[src/cbs_consts.svh]
// register offsets, field positions and reset values for the control-bit source block
`ifndef CBS_CONSTS_SVH
`define CBS_CONSTS_SVH

`define CBS_ADDR_W        12
`define CBS_DATA_W        8
`define CBS_OFF_PAT4_LO   12'h0557
`define CBS_OFF_PAT4_HI   12'h0558
`define CBS_OFF_SRC_CFG   12'h0559
`define CBS_RST_PAT4_LO   8'h00
`define CBS_RST_PAT4_HI   8'h00
`define CBS_RST_SRC_CFG   8'h00
`define CBS_SEL_UPPER_LSB 4
`define CBS_SEL_LOWER_LSB 0
`define CBS_SEL_W         3
`define CBS_CS_UPPER_MIN  2'h2
`define CBS_CS_LOWER_EQ   2'h3
`define CBS_RD_UNMAPPED   8'h00

`endif

[src/cbs_pkg.sv]
// types shared by the control-bit source block
package cbs_pkg;

    typedef enum logic [2:0] {
        SRC_ZERO      = 3'h0,
        SRC_OVERRANGE = 3'h1,
        SRC_MONITOR   = 3'h2,
        SRC_THRESHOLD = 3'h3,
        SRC_SYSREF    = 3'h5
    } src_sel_t;

    typedef struct packed {
        logic overrange;
        logic monitor;
        logic threshold_flag;
        logic sysref;
    } ctrl_sources_t;

    typedef struct packed {
        logic       valid;
        logic [15:0] data;
        ctrl_sources_t src;
    } sample_in_t;

    typedef struct packed {
        logic       valid;
        logic [15:0] data;
        logic [1:0] ctrl;
    } sample_out_t;

endpackage : cbs_pkg

[src/control_bit_source_select.sv]
// control-bit source selection with its register port
//
// The plain strobed port was chosen for this implementation.
`timescale 1ns/1ps
`include "cbs_consts.svh"

module control_bit_source_select
    import cbs_pkg::*;
#(
    parameter int SAMPLE_W = 12
)(
    // clock and reset
    input  wire logic                   sys_clk,
    input  wire logic                   srst,
    // register port
    input  wire logic [`CBS_ADDR_W-1:0] reg_addr,
    input  wire logic [`CBS_DATA_W-1:0] reg_wdata,
    input  wire logic                   reg_wr,
    input  wire logic                   reg_rd,
    output logic      [`CBS_DATA_W-1:0] reg_rdata,
    // configured control bits per sample
    input  wire logic [1:0]             cs_count,
    // sample path
    input  wire sample_in_t             samp_in,
    output sample_out_t                 samp_out,
    // pattern word for the test generator
    output logic      [15:0]            user_pattern_four
);

    // refuse sample widths the data mask cannot serve
    if (SAMPLE_W < 1 || SAMPLE_W > 16) begin : g_bad_sample_w
        $error("SAMPLE_W must be 1 to 16");
    end

    // reset image of the selector register, named so fields can be sliced
    localparam logic [`CBS_DATA_W-1:0] RST_CFG = `CBS_RST_SRC_CFG;

    // register state
    logic [`CBS_DATA_W-1:0] pat_lo_q;
    logic [`CBS_DATA_W-1:0] pat_hi_q;
    logic [2:0]             sel_upper_q;
    logic [2:0]             sel_lower_q;
    logic [`CBS_DATA_W-1:0] rdata_q;
    sample_out_t            out_q;

    // address decode
    wire logic hit_lo;
    wire logic hit_hi;
    wire logic hit_cfg;
    wire logic [`CBS_DATA_W-1:0] cfg_view;
    wire logic [`CBS_DATA_W-1:0] rdata_d;

    assign hit_lo  = (reg_addr == `CBS_OFF_PAT4_LO);
    assign hit_hi  = (reg_addr == `CBS_OFF_PAT4_HI);
    assign hit_cfg = (reg_addr == `CBS_OFF_SRC_CFG);

    // bits 7 and 3 read as zero
    assign cfg_view = {1'b0, sel_upper_q, 1'b0, sel_lower_q};

    assign rdata_d = hit_lo  ? pat_lo_q :
                     hit_hi  ? pat_hi_q :
                     hit_cfg ? cfg_view :
                     `CBS_RD_UNMAPPED;

    always_ff @(posedge sys_clk) begin
        if (srst) begin
            pat_lo_q    <= `CBS_RST_PAT4_LO;
            pat_hi_q    <= `CBS_RST_PAT4_HI;
            sel_upper_q <= RST_CFG[`CBS_SEL_UPPER_LSB +: `CBS_SEL_W];
            sel_lower_q <= RST_CFG[`CBS_SEL_LOWER_LSB +: `CBS_SEL_W];
        end else if (reg_wr) begin
            if (hit_lo) begin
                pat_lo_q <= reg_wdata;
            end
            if (hit_hi) begin
                pat_hi_q <= reg_wdata;
            end
            if (hit_cfg) begin
                sel_upper_q <= reg_wdata[`CBS_SEL_UPPER_LSB +: `CBS_SEL_W];
                sel_lower_q <= reg_wdata[`CBS_SEL_LOWER_LSB +: `CBS_SEL_W];
            end
        end
    end

    // read data valid only in the cycle after the strobe
    always_ff @(posedge sys_clk) begin
        if (srst) begin
            rdata_q <= `CBS_RD_UNMAPPED;
        end else if (reg_rd) begin
            rdata_q <= rdata_d;
        end else begin
            rdata_q <= `CBS_RD_UNMAPPED;
        end
    end

    // enables from the control-bit count
    wire logic en_upper;
    wire logic en_lower;
    wire logic bit_upper;
    wire logic bit_lower;

    assign en_upper = (cs_count >= `CBS_CS_UPPER_MIN);
    assign en_lower = (cs_count == `CBS_CS_LOWER_EQ);

    ctrl_bit_mux u_mux_upper (
        .sel     (sel_upper_q),
        .enable  (en_upper),
        .srcs    (samp_in.src),
        .bit_out (bit_upper)
    );

    ctrl_bit_mux u_mux_lower (
        .sel     (sel_lower_q),
        .enable  (en_lower),
        .srcs    (samp_in.src),
        .bit_out (bit_lower)
    );

    // sample data masked to its width
    wire logic [15:0] data_masked;
    assign data_masked = samp_in.data & 16'((32'h0001_0000 >> (16 - SAMPLE_W)) - 32'h1);

    always_ff @(posedge sys_clk) begin
        if (srst) begin
            out_q <= '0;
        end else begin
            out_q.valid <= samp_in.valid;
            out_q.data  <= data_masked;
            out_q.ctrl  <= {bit_upper, bit_lower};
        end
    end

    assign reg_rdata         = rdata_q;
    assign samp_out          = out_q;
    assign user_pattern_four = {pat_hi_q, pat_lo_q};

    // checks

    property p_upper_follows_code;
        @(posedge sys_clk) disable iff (srst)
        (en_upper && sel_upper_q == SRC_THRESHOLD)
            |=> (samp_out.ctrl[1] == $past(samp_in.src.threshold_flag));
    endproperty
    a_upper_follows_code: assert property (p_upper_follows_code)
        else $error("upper control bit does not follow the flag");

    property p_upper_overrange;
        @(posedge sys_clk) disable iff (srst)
        (en_upper && sel_upper_q == SRC_OVERRANGE)
            |=> (samp_out.ctrl[1] == $past(samp_in.src.overrange));
    endproperty
    a_upper_overrange: assert property (p_upper_overrange)
        else $error("upper control bit does not follow overrange");

    property p_upper_gated;
        @(posedge sys_clk) disable iff (srst)
        (cs_count < 2'h2) |=> (samp_out.ctrl[1] == 1'b0);
    endproperty
    a_upper_gated: assert property (p_upper_gated)
        else $error("upper control bit set with too few control bits");

    property p_lower_sysref;
        @(posedge sys_clk) disable iff (srst)
        (cs_count == 2'h3 && sel_lower_q == SRC_SYSREF)
            |=> (samp_out.ctrl[0] == $past(samp_in.src.sysref));
    endproperty
    a_lower_sysref: assert property (p_lower_sysref)
        else $error("lowest control bit does not follow sysref");

    property p_lower_monitor;
        @(posedge sys_clk) disable iff (srst)
        (cs_count == 2'h3 && sel_lower_q == SRC_MONITOR)
            |=> (samp_out.ctrl[0] == $past(samp_in.src.monitor));
    endproperty
    a_lower_monitor: assert property (p_lower_monitor)
        else $error("lowest control bit does not follow monitor");

    property p_lower_gated;
        @(posedge sys_clk) disable iff (srst)
        (cs_count != 2'h3) |=> (samp_out.ctrl[0] == 1'b0);
    endproperty
    a_lower_gated: assert property (p_lower_gated)
        else $error("lowest control bit set with fewer than three control bits");

    property p_reset_zero;
        @(posedge sys_clk)
        srst |=> (sel_upper_q == 3'h0 && sel_lower_q == 3'h0 && samp_out.ctrl == 2'h0);
    endproperty
    a_reset_zero: assert property (p_reset_zero)
        else $error("selectors or control bits not zero after reset");

    property p_bad_code_zero;
        @(posedge sys_clk) disable iff (srst)
        (sel_upper_q == 3'h4 || sel_upper_q == 3'h6 || sel_upper_q == 3'h7)
            |=> (samp_out.ctrl[1] == 1'b0);
    endproperty
    a_bad_code_zero: assert property (p_bad_code_zero)
        else $error("unlisted code gave a nonzero control bit");

    property p_cfg_readback;
        @(posedge sys_clk) disable iff (srst)
        (reg_rd && hit_cfg)
            |=> (reg_rdata == {1'b0, $past(sel_upper_q), 1'b0, $past(sel_lower_q)});
    endproperty
    a_cfg_readback: assert property (p_cfg_readback)
        else $error("configuration readback wrong");

    property p_rdata_idle;
        @(posedge sys_clk) disable iff (srst)
        (!reg_rd) |=> (reg_rdata == 8'h00);
    endproperty
    a_rdata_idle: assert property (p_rdata_idle)
        else $error("read data not zero outside a read answer");

endmodule : control_bit_source_select

[src/ctrl_bit_mux.sv]
// picks one control bit source from a 3-bit selector code
`timescale 1ns/1ps
module ctrl_bit_mux
    import cbs_pkg::*;
(
    // selection
    input  wire logic [2:0]    sel,
    input  wire logic          enable,
    // candidate sources
    input  wire ctrl_sources_t srcs,
    // chosen bit
    output wire logic          bit_out
);

    wire logic picked;

    // unlisted codes fall through to zero
    assign picked = (sel == SRC_OVERRANGE) ? srcs.overrange      :
                    (sel == SRC_MONITOR)   ? srcs.monitor        :
                    (sel == SRC_THRESHOLD) ? srcs.threshold_flag :
                    (sel == SRC_SYSREF)    ? srcs.sysref         :
                    1'b0;

    assign bit_out = enable & picked;

endmodule : ctrl_bit_mux

[config.mk]
export PLATFORM = sky130hd
export DESIGN_NAME = control_bit_source_select
export DESIGN_NICKNAME = d
export VERILOG_FILES = /design/src/cbs_pkg.sv /design/src/control_bit_source_select.sv /design/src/ctrl_bit_mux.sv
export VERILOG_INCLUDE_DIRS = /design/src /design/src/src
export SDC_FILE = /design/constraint.sdc
export NUM_CORES = 1
export LEC_CHECK = 0
export BUFFER_PORTS_ARGS = -buffer_cell sky130_fd_sc_hd__buf_2
export CORE_ASPECT_RATIO = 1.5
export CORE_MARGIN = 1.5
export CORE_UTILIZATION = 35
export DETAILED_ROUTE_END_ITERATION = 8
export PLACE_DENSITY = 0.73
export RECOVER_POWER = 50
export SLEW_MARGIN = 20
export SYNTH_ARGS = -nofsm -noshare
export SYNTH_HDL_FRONTEND = slang
export SYNTH_SLANG_ARGS = --single-unit
[constraint.sdc]
create_clock -name sys_clk -period 1.5 [get_ports sys_clk]
set_clock_uncertainty 0.15 [all_clocks]
set_input_delay 0.15 -clock sys_clk [delete_from_list [all_inputs] [get_ports sys_clk]]
set_output_delay 0.15 -clock sys_clk [all_outputs]
set_load 0.05 [all_outputs]
=== Word-level counts from Yosys, hierarchy flattened ===
Index checks and enable logic that the tools add are counted.

* Input bits: 47
* Flip-flop bits (word level): 49
* Logic and storage cells: 40

* Mux-type cells: 11
* Order comparisons: 1
* Reduce and logical (&&, ||, !) cells: 4
* Bitwise operators: 3
* Equal/unequal tests: 12

{| class="wikitable"
|+ Operators with widths
! cell !! number
|-
| 12-bit by 11-bit equality test with 1-bit output, second input constant || 3
|-
| 8-bit 2-to-1 mux || 2
|-
| 3-bit by 2-bit equality test with 1-bit output, second input constant || 4
|-
| 1-bit 2-to-1 mux || 8
|-
| 7-bit 2-to-1 mux || 1
|-
| 3-bit by 1-bit equality test with 1-bit output, second input constant || 2
|-
| 3-bit equality test, second input constant || 2
|-
| 2-bit AND reduction || 3
|-
| 1-bit bitwise AND || 2
|-
| 2-bit equality test, second input constant || 1
|-
| 2-bit >= comparator, second input constant || 1
|-
| 2-bit OR reduction || 1
|-
| 1-bit inverter || 1
|}

=== Logic depth before layout (Yosys ltp) ===
Gate-level depths: netlist of the first run.

* Depth in word-level cells: 6
* Gate-level depth with buffers: 5
* Depth with buffers taken out: 3

=== By module ===
A second synthesis of the first run with hierarchy kept.

* Cells, all modules: 187
* Area total of the unflattened synthesis: 1,950.6 sq um

{| class="wikitable"
|+ By module, submodules not included
! module !! area an instance (sq um) !! cells an instance !! instances
|-
| control_bit_source_select || 1,853.0 || 175 || 1
|-
| ctrl_bit_mux || 48.8 || 6 || 2
|}

=== Worst setup path after synthesis of the first run ===
OpenSTA, ideal clock, no wires.

* Kind: input -> register
* Start: input reg_addr[1]
* End: register sel_lower_q[0]
* Setup slack: -0.042 ns
* Buffers on the path: 1
* Required time: 1.231 ns
* Stages on the path: 4
* Library setup time: 0.119 ns
* Arrival time: 1.273 ns
* Cells stage by stage: or3b_4 -> or4_4 -> buf_6 -> mux2i_1

* Cells in the longest elaborated chain, start to end: 2

{| class="wikitable"
|+ RTL lines
! element !! line !! text
|-
| from (decl) || control_bit_source_select.sv:16 || <nowiki>input wire logic [`CBS_ADDR_W-1:0] reg_addr,</nowiki>
|-
| 12-bit by 11-bit equality test with 1-bit output (no line) || -- ||
|-
| 2-bit AND reduction (no line) || -- ||
|-
| to (signal assigned) || control_bit_source_select.sv:70 || <nowiki>sel_lower_q <= RST_CFG[`CBS_SEL_LOWER_LSB +: `CBS_SEL_W];</nowiki>
|-
| to (signal assigned) || control_bit_source_select.sv:80 || <nowiki>sel_lower_q <= reg_wdata[`CBS_SEL_LOWER_LSB +: `CBS_SEL_W];</nowiki>
|-
| to (decl) || control_bit_source_select.sv:42 || <nowiki>logic [2:0] sel_lower_q;</nowiki>
|}

Every way passes these cells.
A chain may end at the register's enable or synchronous reset.

=== Worst setup path in the final report of the first run ===
* Start: register rdata_q[0] (netlist: reg_rdata[0])
* End: output reg_rdata[0]

{| class="wikitable"
|+ RTL lines
! element !! line !! text
|-
| from (decl) || control_bit_source_select.sv:43 || <nowiki>logic [`CBS_DATA_W-1:0] rdata_q;</nowiki>
|-
| from (signal assigned) || control_bit_source_select.sv:88 || <nowiki>rdata_q <= `CBS_RD_UNMAPPED;</nowiki>
|-
| from (signal assigned) || control_bit_source_select.sv:90 || <nowiki>rdata_q <= rdata_d;</nowiki>
|-
| from (signal assigned) || control_bit_source_select.sv:92 || <nowiki>rdata_q <= `CBS_RD_UNMAPPED;</nowiki>
|-
| to (decl) || control_bit_source_select.sv:20 || <nowiki>output logic [`CBS_DATA_W-1:0] reg_rdata,</nowiki>
|}

No word-level cell between the ends.

==> metrics.md, run 1 <==
| Metric | Value |
|---|---|
| Worst Setup Start Kind | `flip-flop` |
| CP Buf/Inv Count | `1` |
| Initial antenna violation count | `0` |
| Pwr per Cell Area | `843 mW/mm²` |
| RSZ-0062 raised after global routing | `no` |
| Pleak | `1.24 nW` |
| Clock root cell | `clkbuf_8` |
| Most frequent cells in the layout | `68 x buf_2, 45 x dfxtp_1, 33 x nand2b_1` |
| Yosys top cell area share | `47.1%` |
| Post-Route WL | `4.80 mm` |
| Critical path class | `reg2out` |
| Die Wd | `63.3 µm` |
| Final net count | `339` |
| Data arrival, critical path | `1.07 ns` |
| Setup TNS | `0 ns` |
| 1st-iter DRT viols | `25` |
| Syn_area_per_cell | `10.3 µm²` |
| Die Area | `0.00592 mm²` |
| Mapped Cells | `185` |
| Crit-path cells | `clkbuf_1` |
| TritonCTS clock tree | `yes` |
| Gpl congestion | `0.784` |
| Critical path's slowest cell | `clkbuf_1` |
| Area leader, netlist | `dfxtp_1` |
| Worst-path maximum fanout | `1` |
| Synthesis-stage register bit count | `45` |
| Status | `complete, no violations` |
| Slew Viols, Final | `0` |
| Count of different cell masters after synthesis | `31` |
| Starting density of the core | `36.7%` |
| Area growth syn-to-layout | `40.4%` |
| Max-cap violations | `0` |
| Seq/Total Area, Yosys | `47.1%` |
| Residual DRC count | `0` |
| Peak supply drop | `0.755 mV` |
| Vias in the first global route | `1690` |
| Slew HR | `60.1%` |
| Global route overflow | `0` |
| Clock Latency Late Sink | `0.29 ns` |
| Clock slew at reported path FFs | `0.08 ns` |
| Dominant cells by area after synthesis | `dfxtp_1 47%, mux2i_1 12%, nand2b_1 11%` |
| Worst min path class | `in2reg` |
| Largest net degree at the start of global routing | `27` |
| First-pass GRT wire length | `7.79 mm` |
| Peak Freq | `0.729 GHz` |
| Commonest non-fill, non-tap cell in the layout | `buf_2` |
| Std-Cell Core Area | `0.00520 mm²` |
| Ports | `90` |
| Fillers | `504` |
| Setup Viol. Count Final | `0` |
| H-tree depth | `2` |
| Worst-margin pin slew | `0.601 ns` |
| Utilization after layout | `51.6%` |
| Final Hold Viols | `0` |
| Die Y | `93.5 µm` |
| Min Tclk post-route | `1.37 ns` |
| Delay-heaviest family, CP | `buffers and inverters` |
| Vias | `1667` |
| Clock Tree Buf Depth | `2` |
| Routed Antenna Nets | `0` |
| CTS sink cnt | `45` |
| Slowest Stage Delay on Critical Path | `0.46 ns` |
| Yosys warning total | `0` |
| Syn Std Cell Area | `0.00191 mm²` |
| Cts bufs inserted | `5` |
| Fin crit share | `91.5%` |
| Vias per cell | `4.63` |
| Number of I/O port buffers | `81` |
| Gr usage total | `16.9%` |
| Crit end category | `primary output` |
| Req. time, crit path | `1.20 ns` |
| HPWL Detailed | `3.54 mm` |
| Layout cell share with drive strength beyond 1 | `35.6%` |
| DR pass1 iterations | `4` |
| Diode count | `0` |
| Row count | `32` |
| Wire per inst | `13.3 µm` |
[Yosys cell counts]
cell        n
and3_1      1
o211ai_1    1
a21o_1      1
buf_1       1
o21a_1      2
a21oi_1     5
nand2_1     7
conb_1      1
nor3b_1     1
mux2_2      6
and4bb_2    2
nand4bb_1   2
o221ai_1    1
inv_1       2
nor2b_1    15
or4_4       1
or3b_4      1
nand4_1    11
mux2i_1    22
buf_4       4
buf_6       1
dfxtp_1    45
nand2b_1   33
and4b_1     1
and4_1      1
clkbuf_1    8
nor2_1      2
nand3b_1    1
a211oi_1    4
a2111oi_0   1
nor4_4      1
[stage by stage]
step / total power, mW / cells / worst slack (ns) / hold slack [ns] / area (µm²)
global route: 2.36 / 360 / 0.103 / 0.0135 / 2690
finish: 2.26 / 360 / 0.128 / 0.00242 / 2690
detailed placement: 1.52 / 338 / -0.0912 / 0.215 / 2460
CTS: 2.28 / 360 / 0.224 / 0.00510 / 2700
floorplan: 1.42 / 188 / 0.00144 / 0.128 / 1920
global placement: 1.51 / 338 / -0.0785 / 0.208 / 2460
[cell families after synthesis]
group                  share of synthesized area, %
other                                         0.196
AO/OA/AOI/OAI                                  5.37
multiplexers                                   15.1
buffers and inverters                          4.32
AND/OR/NAND/NOR                                27.9
flip-flops                                     47.1
[layer usage]
layer | up-vias | GRT usage (%) | part of all wire, %
li1 | 850 | - | -
met1 | 741 | 19.2 | 41
met2 | 68 | 30.3 | 51
met3 | 8 | 3.97 | 5.9
met4 | 0 | 6.34 | 1.8
met5 | - | 0 | 0
[path summary, 6_finish.rpt]
| path | end | start | slack, ns | depth (start not counted) |
|---|---|---|---|---|
| setup / recovery | reg_rdata[0] | reg_rdata[0] | 0.13 | 1 |
| hold / removal | pat_hi_q[7] | reg_wdata[7] | 0.002 | 3 |
| setup reg to reg | samp_out[0] | sel_lower_q[0] | 0.30 | 3 |
| hold reg to reg | pat_hi_q[3] | pat_hi_q[3] | 0.34 | 2 |
[where the power goes]
group	switching, mW	internal (mW)	leakage, nW	total, mW
registers	0.00494	1.21	0.366	1.22
clock network	0.378	0.366	0.0443	0.744
logic	0.174	0.129	0.828	0.304
total	0.558	1.71	1.24	2.26
[area by class of cell]
type | instances | area, µm² | area share [%]
flip-flops and latches | 45 | 901 | 33.6
multi-input cells | 127 | 940 | 35.0
well taps | 68 | 85.1 | 3.17
clock buffers | 7 | 86.3 | 3.22
repair buffers | 111 | 666 | 24.8
inverters | 2 | 7.51 | 0.280
[what timing repair did]
item | 4_1_cts | 5_1_grt
hold endpoints to repair | 16 | 0
endpoints found under the setup margin | 0 | 0
resized for setup | 0 | 0
hold buffers | 15 | 0
setup buffers | 0 | 0
[sequential cells by signal (all words and copies together), names as in the netlist]
register / flops
sel_upper_q: 3
pat_lo_q: 8
samp_out: 15
sel_lower_q: 3
reg_rdata: 8
pat_hi_q: 8
Power figures use the tool's default switching activity.
==> run 2: changes to the inputs <==
CAP_MARGIN = 20   (was unset)
CELL_PAD_IN_SITES_DETAIL_PLACEMENT = 1   (was unset)
CELL_PAD_IN_SITES_GLOBAL_PLACEMENT = 1   (was unset)
PLACE_DENSITY = 0.9   (was 0.73)
clock period = 1.6 ns   (was 1.5 ns; I/O delays follow)
==> metrics.md, run 2 (synthesis gave the netlist of run 1 again) <==
| Metric | Value |
|---|---|
| Finished Layout Cells | `358 (-0.56%)` |
| Setup Viol. Count Final | `0 (unchanged)` |
| Critical path class | `reg2out` |
| Clock Latency Late Sink | `0.30 ns (about the same)` |
| Pwr per Cell Area | `795 mW/mm² (-5.7%)` |
| Critical path's slowest cell | `clkbuf_1` |
| DP Area | `0.00244 mm² (-0.91%)` |
| Most frequent cells in the layout | `65 x buf_2, 45 x dfxtp_1, 33 x nand2b_1` |
| Flip-flop count of the largest register after layout | `15 (unchanged)` |
| Die Y | `93.5 µm (unchanged)` |
| Global route overflow | `0 (unchanged)` |
| Largest net degree at the start of global routing | `39 (+44%)` |
| 1st-iter DRT viols | `36 (+44%)` |
| H-tree depth | `2 (unchanged)` |
| Worst-margin pin slew | `0.613 ns (+0.0121 ns)` |
| Routed Antenna Nets | `0 (unchanged)` |
| Req. time, crit path | `1.29 ns (+0.09 ns)` |
| Slew Viols, Final | `0 (unchanged)` |
| Clock Tree Buf Depth | `2 (unchanged)` |
| HPWL Detailed | `4.13 mm (+16%)` |
| CTS sink cnt | `45 (unchanged)` |
| Cts bufs inserted | `5 (unchanged)` |
| Slew HR | `59.3% (-0.80 points)` |
| Vias per cell | `4.99 (+7.7%)` |
| Fin crit share | `87.9%` |
| Number of I/O port buffers | `81 (unchanged)` |
| Crit end category | `primary output` |
| Final net count | `336 (-0.88%)` |
| TritonCTS clock tree | `yes` |
| Ports | `90 (unchanged)` |
| Fillers | `645 (+28%)` |
| Delay-heaviest family, CP | `buffers and inverters` |
| Die Area | `0.00592 mm² (unchanged)` |
| Crit-path cells | `clkbuf_1` |
| Status | `complete, no violations` |
| First-pass GRT wire length | `9.15 mm (+17%)` |
| RSZ-0062 raised after global routing | `no` |
| Die Wd | `63.3 µm (unchanged)` |
| Peak Freq | `0.711 GHz` |
| Finished Cell Area | `0.00265 mm² (-1.5%)` |
| Residual DRC count | `0 (unchanged)` |
| Clock root cell | `clkbuf_8` |
| Post-Route WL | `5.94 mm (+24%)` |
| Setup WS post-layout | `0.193 ns (+0.0650 ns)` |
| Data arrival, critical path | `1.10 ns (+0.03 ns)` |
| Min Tclk post-route | `1.41 ns` |
| Slowest Stage Delay on Critical Path | `0.47 ns (about the same)` |
| Peak supply drop | `0.754 mV (-0.11%)` |
| Gpl congestion | `0.775 (-1.2%)` |
| Diode count | `0 (unchanged)` |
| DR pass1 iterations | `4 (unchanged)` |
| Max-cap violations | `0 (unchanged)` |
| Dpl ws | `-0.0984 ns (-0.00718 ns)` |
| Vias | `1785 (+7.1%)` |
| Vias in the first global route | `1922 (+14%)` |
| Commonest non-fill, non-tap cell in the layout | `buf_2` |
| Row count | `32 (unchanged)` |
| Final Hold Viols | `0 (unchanged)` |
| Gr usage total | `20.2% (+3.3 points)` |
| Worst min path class | `in2reg` |
| Worst Setup Start Kind | `flip-flop` |
| Std-Cell Core Area | `0.00520 mm² (unchanged)` |
| Area growth syn-to-layout | `38.4%` |
| Wire per inst | `16.6 µm (+24%)` |
| Starting density of the core | `36.7% (unchanged)` |
| Pleak | `1.19 nW (-4.3%)` |
| CP Buf/Inv Count | `1 (unchanged)` |
| Postcts setup bufs | `0 (unchanged)` |
| Worst-path maximum fanout | `1 (unchanged)` |
| Clock slew at reported path FFs | `0.08 ns (about the same)` |
| Post-cts resize count | `0 (unchanged)` |
| Layout cell share with drive strength beyond 1 | `31.7% (-3.9 points)` |
| Initial antenna violation count | `0 (unchanged)` |
| DP Cell Count | `335 (-0.89%)` |
run 2: changes by cell type in the layout (fill, tap and decap cells not counted):
| cell | previous run | this run |
|---|---|---|
| and4bb_1 | 1 | 0 |
| and4bb_2 | 1 | 2 |
| buf_2 | 68 | 65 |
| buf_4 | 11 | 7 |
| clkbuf_1 | 9 | 20 |
| clkbuf_2 | 7 | 1 |
| clkbuf_4 | 1 | 2 |
| clkbuf_8 | 6 | 5 |
run 2: final timing paths:
check | endpoint | slack [ns] | depth (start not counted) | from
max reg2reg | reg_rdata[1] | 0.39 | 3 | sel_lower_q[1]
min reg2reg | pat_hi_q[0] | 0.34 | 2 | pat_hi_q[0]
min | pat_lo_q[7] | 0.005 | 3 | reg_wdata[7]
max | samp_out[1] | 0.19 | 1 | samp_out[1]
run 2: worst reg2reg max path: stages (launching register included):
cell,delay [ns]
dfxtp_1,0.40
mux2_2,0.19
nand2_1,0.05
a211oi_1,0.30
run 2: cell type report:
class	count	area, µm²	share of cell area, %
Multi-Input combinational cell	127	940	35.5
Sequential cell	45	901	34.1
Timing Repair Buffer	108	632	23.9
Tap cell	68	85.1	3.22
Clock buffer	8	80.1	3.03
Inverter	2	7.51	0.284
run 2: power breakdown:
group	total (mW)	internal, mW	switching [mW]
logic	0.285	0.114	0.171
registers	1.14	1.14	0.00517
clock network	0.678	0.310	0.367
total	2.10	1.56	0.543
run 2: metal layers:
metal | vias up | wire length (µm) | global-route usage, %
li1 | 843 | - | -
met1 | 851 | 2230 | 19.9
met3 | 15 | 339 | 4.93
met2 | 76 | 3240 | 39.7
met4 | 0 | 117 | 7.07
met5 | - | 0 | 0
run 2: repair_timing:
item	CTS	global route
hold buffers	15	0
endpoints found under the setup margin	0	0
hold endpoints to repair	14	0
run 2: metrics by stage:
stage               hold slack (ns)  total power, mW  setup TNS, ns  util, %
floorplan                     0.138             1.33              0        -
global placement              0.217             1.42         -0.388     46.9
detailed placement            0.227             1.42         -0.540     46.9
CTS                         0.00896             2.10              0     51.3
global route                 0.0298             2.17              0     50.8
finish                      0.00500             2.10              0     50.8
==> run 3: changes to the inputs <==
CELL_PAD_IN_SITES_DETAIL_PLACEMENT = unset   (was 1)
CELL_PAD_IN_SITES_GLOBAL_PLACEMENT = unset   (was 1)
PLACE_DENSITY = 0.71   (was 0.9)
TNS_END_PERCENT = 30   (was unset)
==> metrics.md, run 3 (synthesis gave the netlist of run 1 again) <==
| Metric | Value |
|---|---|
| Post-Route WL | `4.62 mm (-22%)` |
| RSZ-0062 raised after global routing | `no` |
| Pwr per Cell Area | `803 mW/mm² (+0.97%)` |
| Finished Cell Area | `0.00266 mm² (+0.66%)` |
| Final net count | `336 (unchanged)` |
| Post-cts resize count | `0 (unchanged)` |
| CP Depth | `1 (unchanged)` |
| TritonCTS clock tree | `yes` |
| Slowest Stage Delay on Critical Path | `0.46 ns (about the same)` |
| FF-to-FF setup slack | `0.41 ns (+0.02 ns)` |
| Crit path launch | `samp_out[6]` |
| Die Y | `93.5 µm (unchanged)` |
| Number of I/O port buffers | `81 (unchanged)` |
| Diode count | `0 (unchanged)` |
| Max-cap violations | `0 (unchanged)` |
| CTS sink cnt | `45 (unchanged)` |
| First-pass GRT wire length | `7.53 mm (-18%)` |
| Slew Viols, Final | `0 (unchanged)` |
| Worst Setup Start Kind | `flip-flop` |
| Residual DRC count | `0 (unchanged)` |
| Global route overflow | `0 (unchanged)` |
| Vias | `1677 (-6.1%)` |
| Vias per cell | `4.68 (-6.1%)` |
| 1st-iter DRT viols | `15 (-58%)` |
| Gr usage total | `16.4% (-3.8 points)` |
| Die Area | `0.00592 mm² (unchanged)` |
| Data arrival, critical path | `1.08 ns (-0.02 ns)` |
| Req. time, crit path | `1.29 ns (about the same)` |
| Layout cell share with drive strength beyond 1 | `32.8% (+1.0 points)` |
| Crit-path cells | `clkbuf_1` |
| Clock Tree Buf Depth | `2 (unchanged)` |
| Initial antenna violation count | `0 (unchanged)` |
| Delay-heaviest family, CP | `buffers and inverters` |
| DP Area | `0.00244 mm² (unchanged)` |
| Flip-flop count of the largest register after layout | `15 (unchanged)` |
| Commonest non-fill, non-tap cell in the layout | `buf_2` |
| Worst min path class | `in2reg` |
| H-tree depth | `2 (unchanged)` |
| Worst-margin pin slew | `0.602 ns (-0.0115 ns)` |
| Register-to-Register Path Depth | `3 (unchanged)` |
| Status | `complete, no violations` |
| Clock Latency Late Sink | `0.29 ns (about the same)` |
| Worst Setup EP | `samp_out[6]` |
| Worst-path maximum fanout | `1 (unchanged)` |
| Peak supply drop | `0.715 mV (-5.2%)` |
| Peak Freq | `0.722 GHz (+1.5%)` |
| Std-Cell Core Area | `0.00520 mm² (unchanged)` |
| Starting density of the core | `36.7% (unchanged)` |
| Most frequent cells in the layout | `67 x buf_2, 45 x dfxtp_1, 33 x nand2b_1` |
| Multi-input gate area | `940 µm² (unchanged)` |
| Postcts setup bufs | `0 (unchanged)` |
| Setup Viol. Count Final | `0 (unchanged)` |
| Die Wd | `63.3 µm (unchanged)` |
| Critical path's slowest cell | `clkbuf_1` |
| Crit end category | `primary output` |
| DR pass1 iterations | `4 (unchanged)` |
| Fillers | `504 (-22%)` |
| Final Hold Viols | `0 (unchanged)` |
| Reg2Reg Capture Point | `samp_out[0]` |
| Clock slew at reported path FFs | `0.08 ns (about the same)` |
| Gpl congestion | `0.787 (+1.5%)` |
| CP Buf/Inv Count | `1 (unchanged)` |
| Utilization after layout | `51.2% (+0.34 points)` |
| Area growth syn-to-layout | `39.3%` |
| Worst R2R Start | `sel_lower_q[0]` |
| Wire per inst | `12.9 µm (-22%)` |
| Routed Antenna Nets | `0 (unchanged)` |
| Pwr Total | `2.14 mW (+1.6%)` |
| Min Tclk post-route | `1.39 ns (-0.0213 ns)` |
| Setup TNS | `0 ns (unchanged)` |
| Row count | `32 (unchanged)` |
| HPWL Detailed | `3.46 mm (-16%)` |
| Ports | `90 (unchanged)` |
| Pleak | `1.20 nW (+1.4%)` |
| Vias in the first global route | `1631 (-15%)` |
| Reg area | `901 µm² (unchanged)` |
| Largest net degree at the start of global routing | `30 (-23%)` |
| Critical path class | `reg2out` |
| Fin crit share | `86.6% (-1.3 points)` |
| Slew HR | `60.1% (+0.77 points)` |
| Clock root cell | `clkbuf_8` |
| Cts bufs inserted | `5 (unchanged)` |
run 3: cell count changes in the layout (fill, tap and decap cells not counted):
cell | before | now
clkbuf_1 | 20 | 16
buf_2 | 65 | 67
buf_4 | 7 | 9
clkbuf_4 | 2 | 0
clkbuf_2 | 1 | 0
clkbuf_8 | 5 | 6
clkinv_2 | 0 | 1
clkinv_4 | 0 | 1
mux2_1 | 0 | 1
mux2_2 | 6 | 5
run 3: report_power, final:
group / internal [mW] / total [mW] / switching, mW / leakage, nW
Sequential: 1.14 / 1.14 / 0.00413 / 0.366
Combinational: 0.115 / 0.276 / 0.161 / 0.785
Clock: 0.350 / 0.722 / 0.372 / 0.0512
run 3: through the flow:
stage                     cells  worst slack [ns]  hold slack [ns]
after floorplan             188            0.0478            0.138
after global placement      335           -0.0693            0.217
after detailed placement    335           -0.0789            0.223
after CTS                   358             0.238          0.00458
after global routing        358             0.155           0.0103
final                       358             0.214          0.00854
run 3: layer usage:
layer	up-vias	wire length, µm	GRT usage (%)
met2	69	2380	29.3
met5	-	0	0
li1	840	-	-
met3	9	314	4.81
met1	759	1830	17.8
met4	0	93	6.70
run 3: cell type report:
cell class / count / area share [%]
clock inverters: 2 / 0.517
clock buffers: 6 / 3.10
inverters: 2 / 0.282
repair buffers: 108 / 23.8
multi-input cells: 127 / 35.3
well taps: 68 / 3.20
flip-flops and latches: 45 / 33.8
run 3: what timing repair did:
item                       in CTS  in global routing
hold buffers                   15                  0
setup endpoints to repair       0                  0
hold endpoints to repair       16                  0
run 3: how the worst min path moves through the flow:
stage | start | endpoint | slack (ns) | cells after the start
floorplan | samp_in[12] | samp_out[10] | 0.14 | 1
global placement | samp_in[6] | samp_out[4] | 0.22 | 2
detailed placement | samp_in[10] | samp_out[8] | 0.22 | 2
CTS | reg_wdata[7] | pat_lo_q[7] | 0.005 | 3
global route | reg_wdata[7] | pat_lo_q[7] | 0.01 | 3
finish | samp_in[0] | samp_out[0] | 0.009 | 3
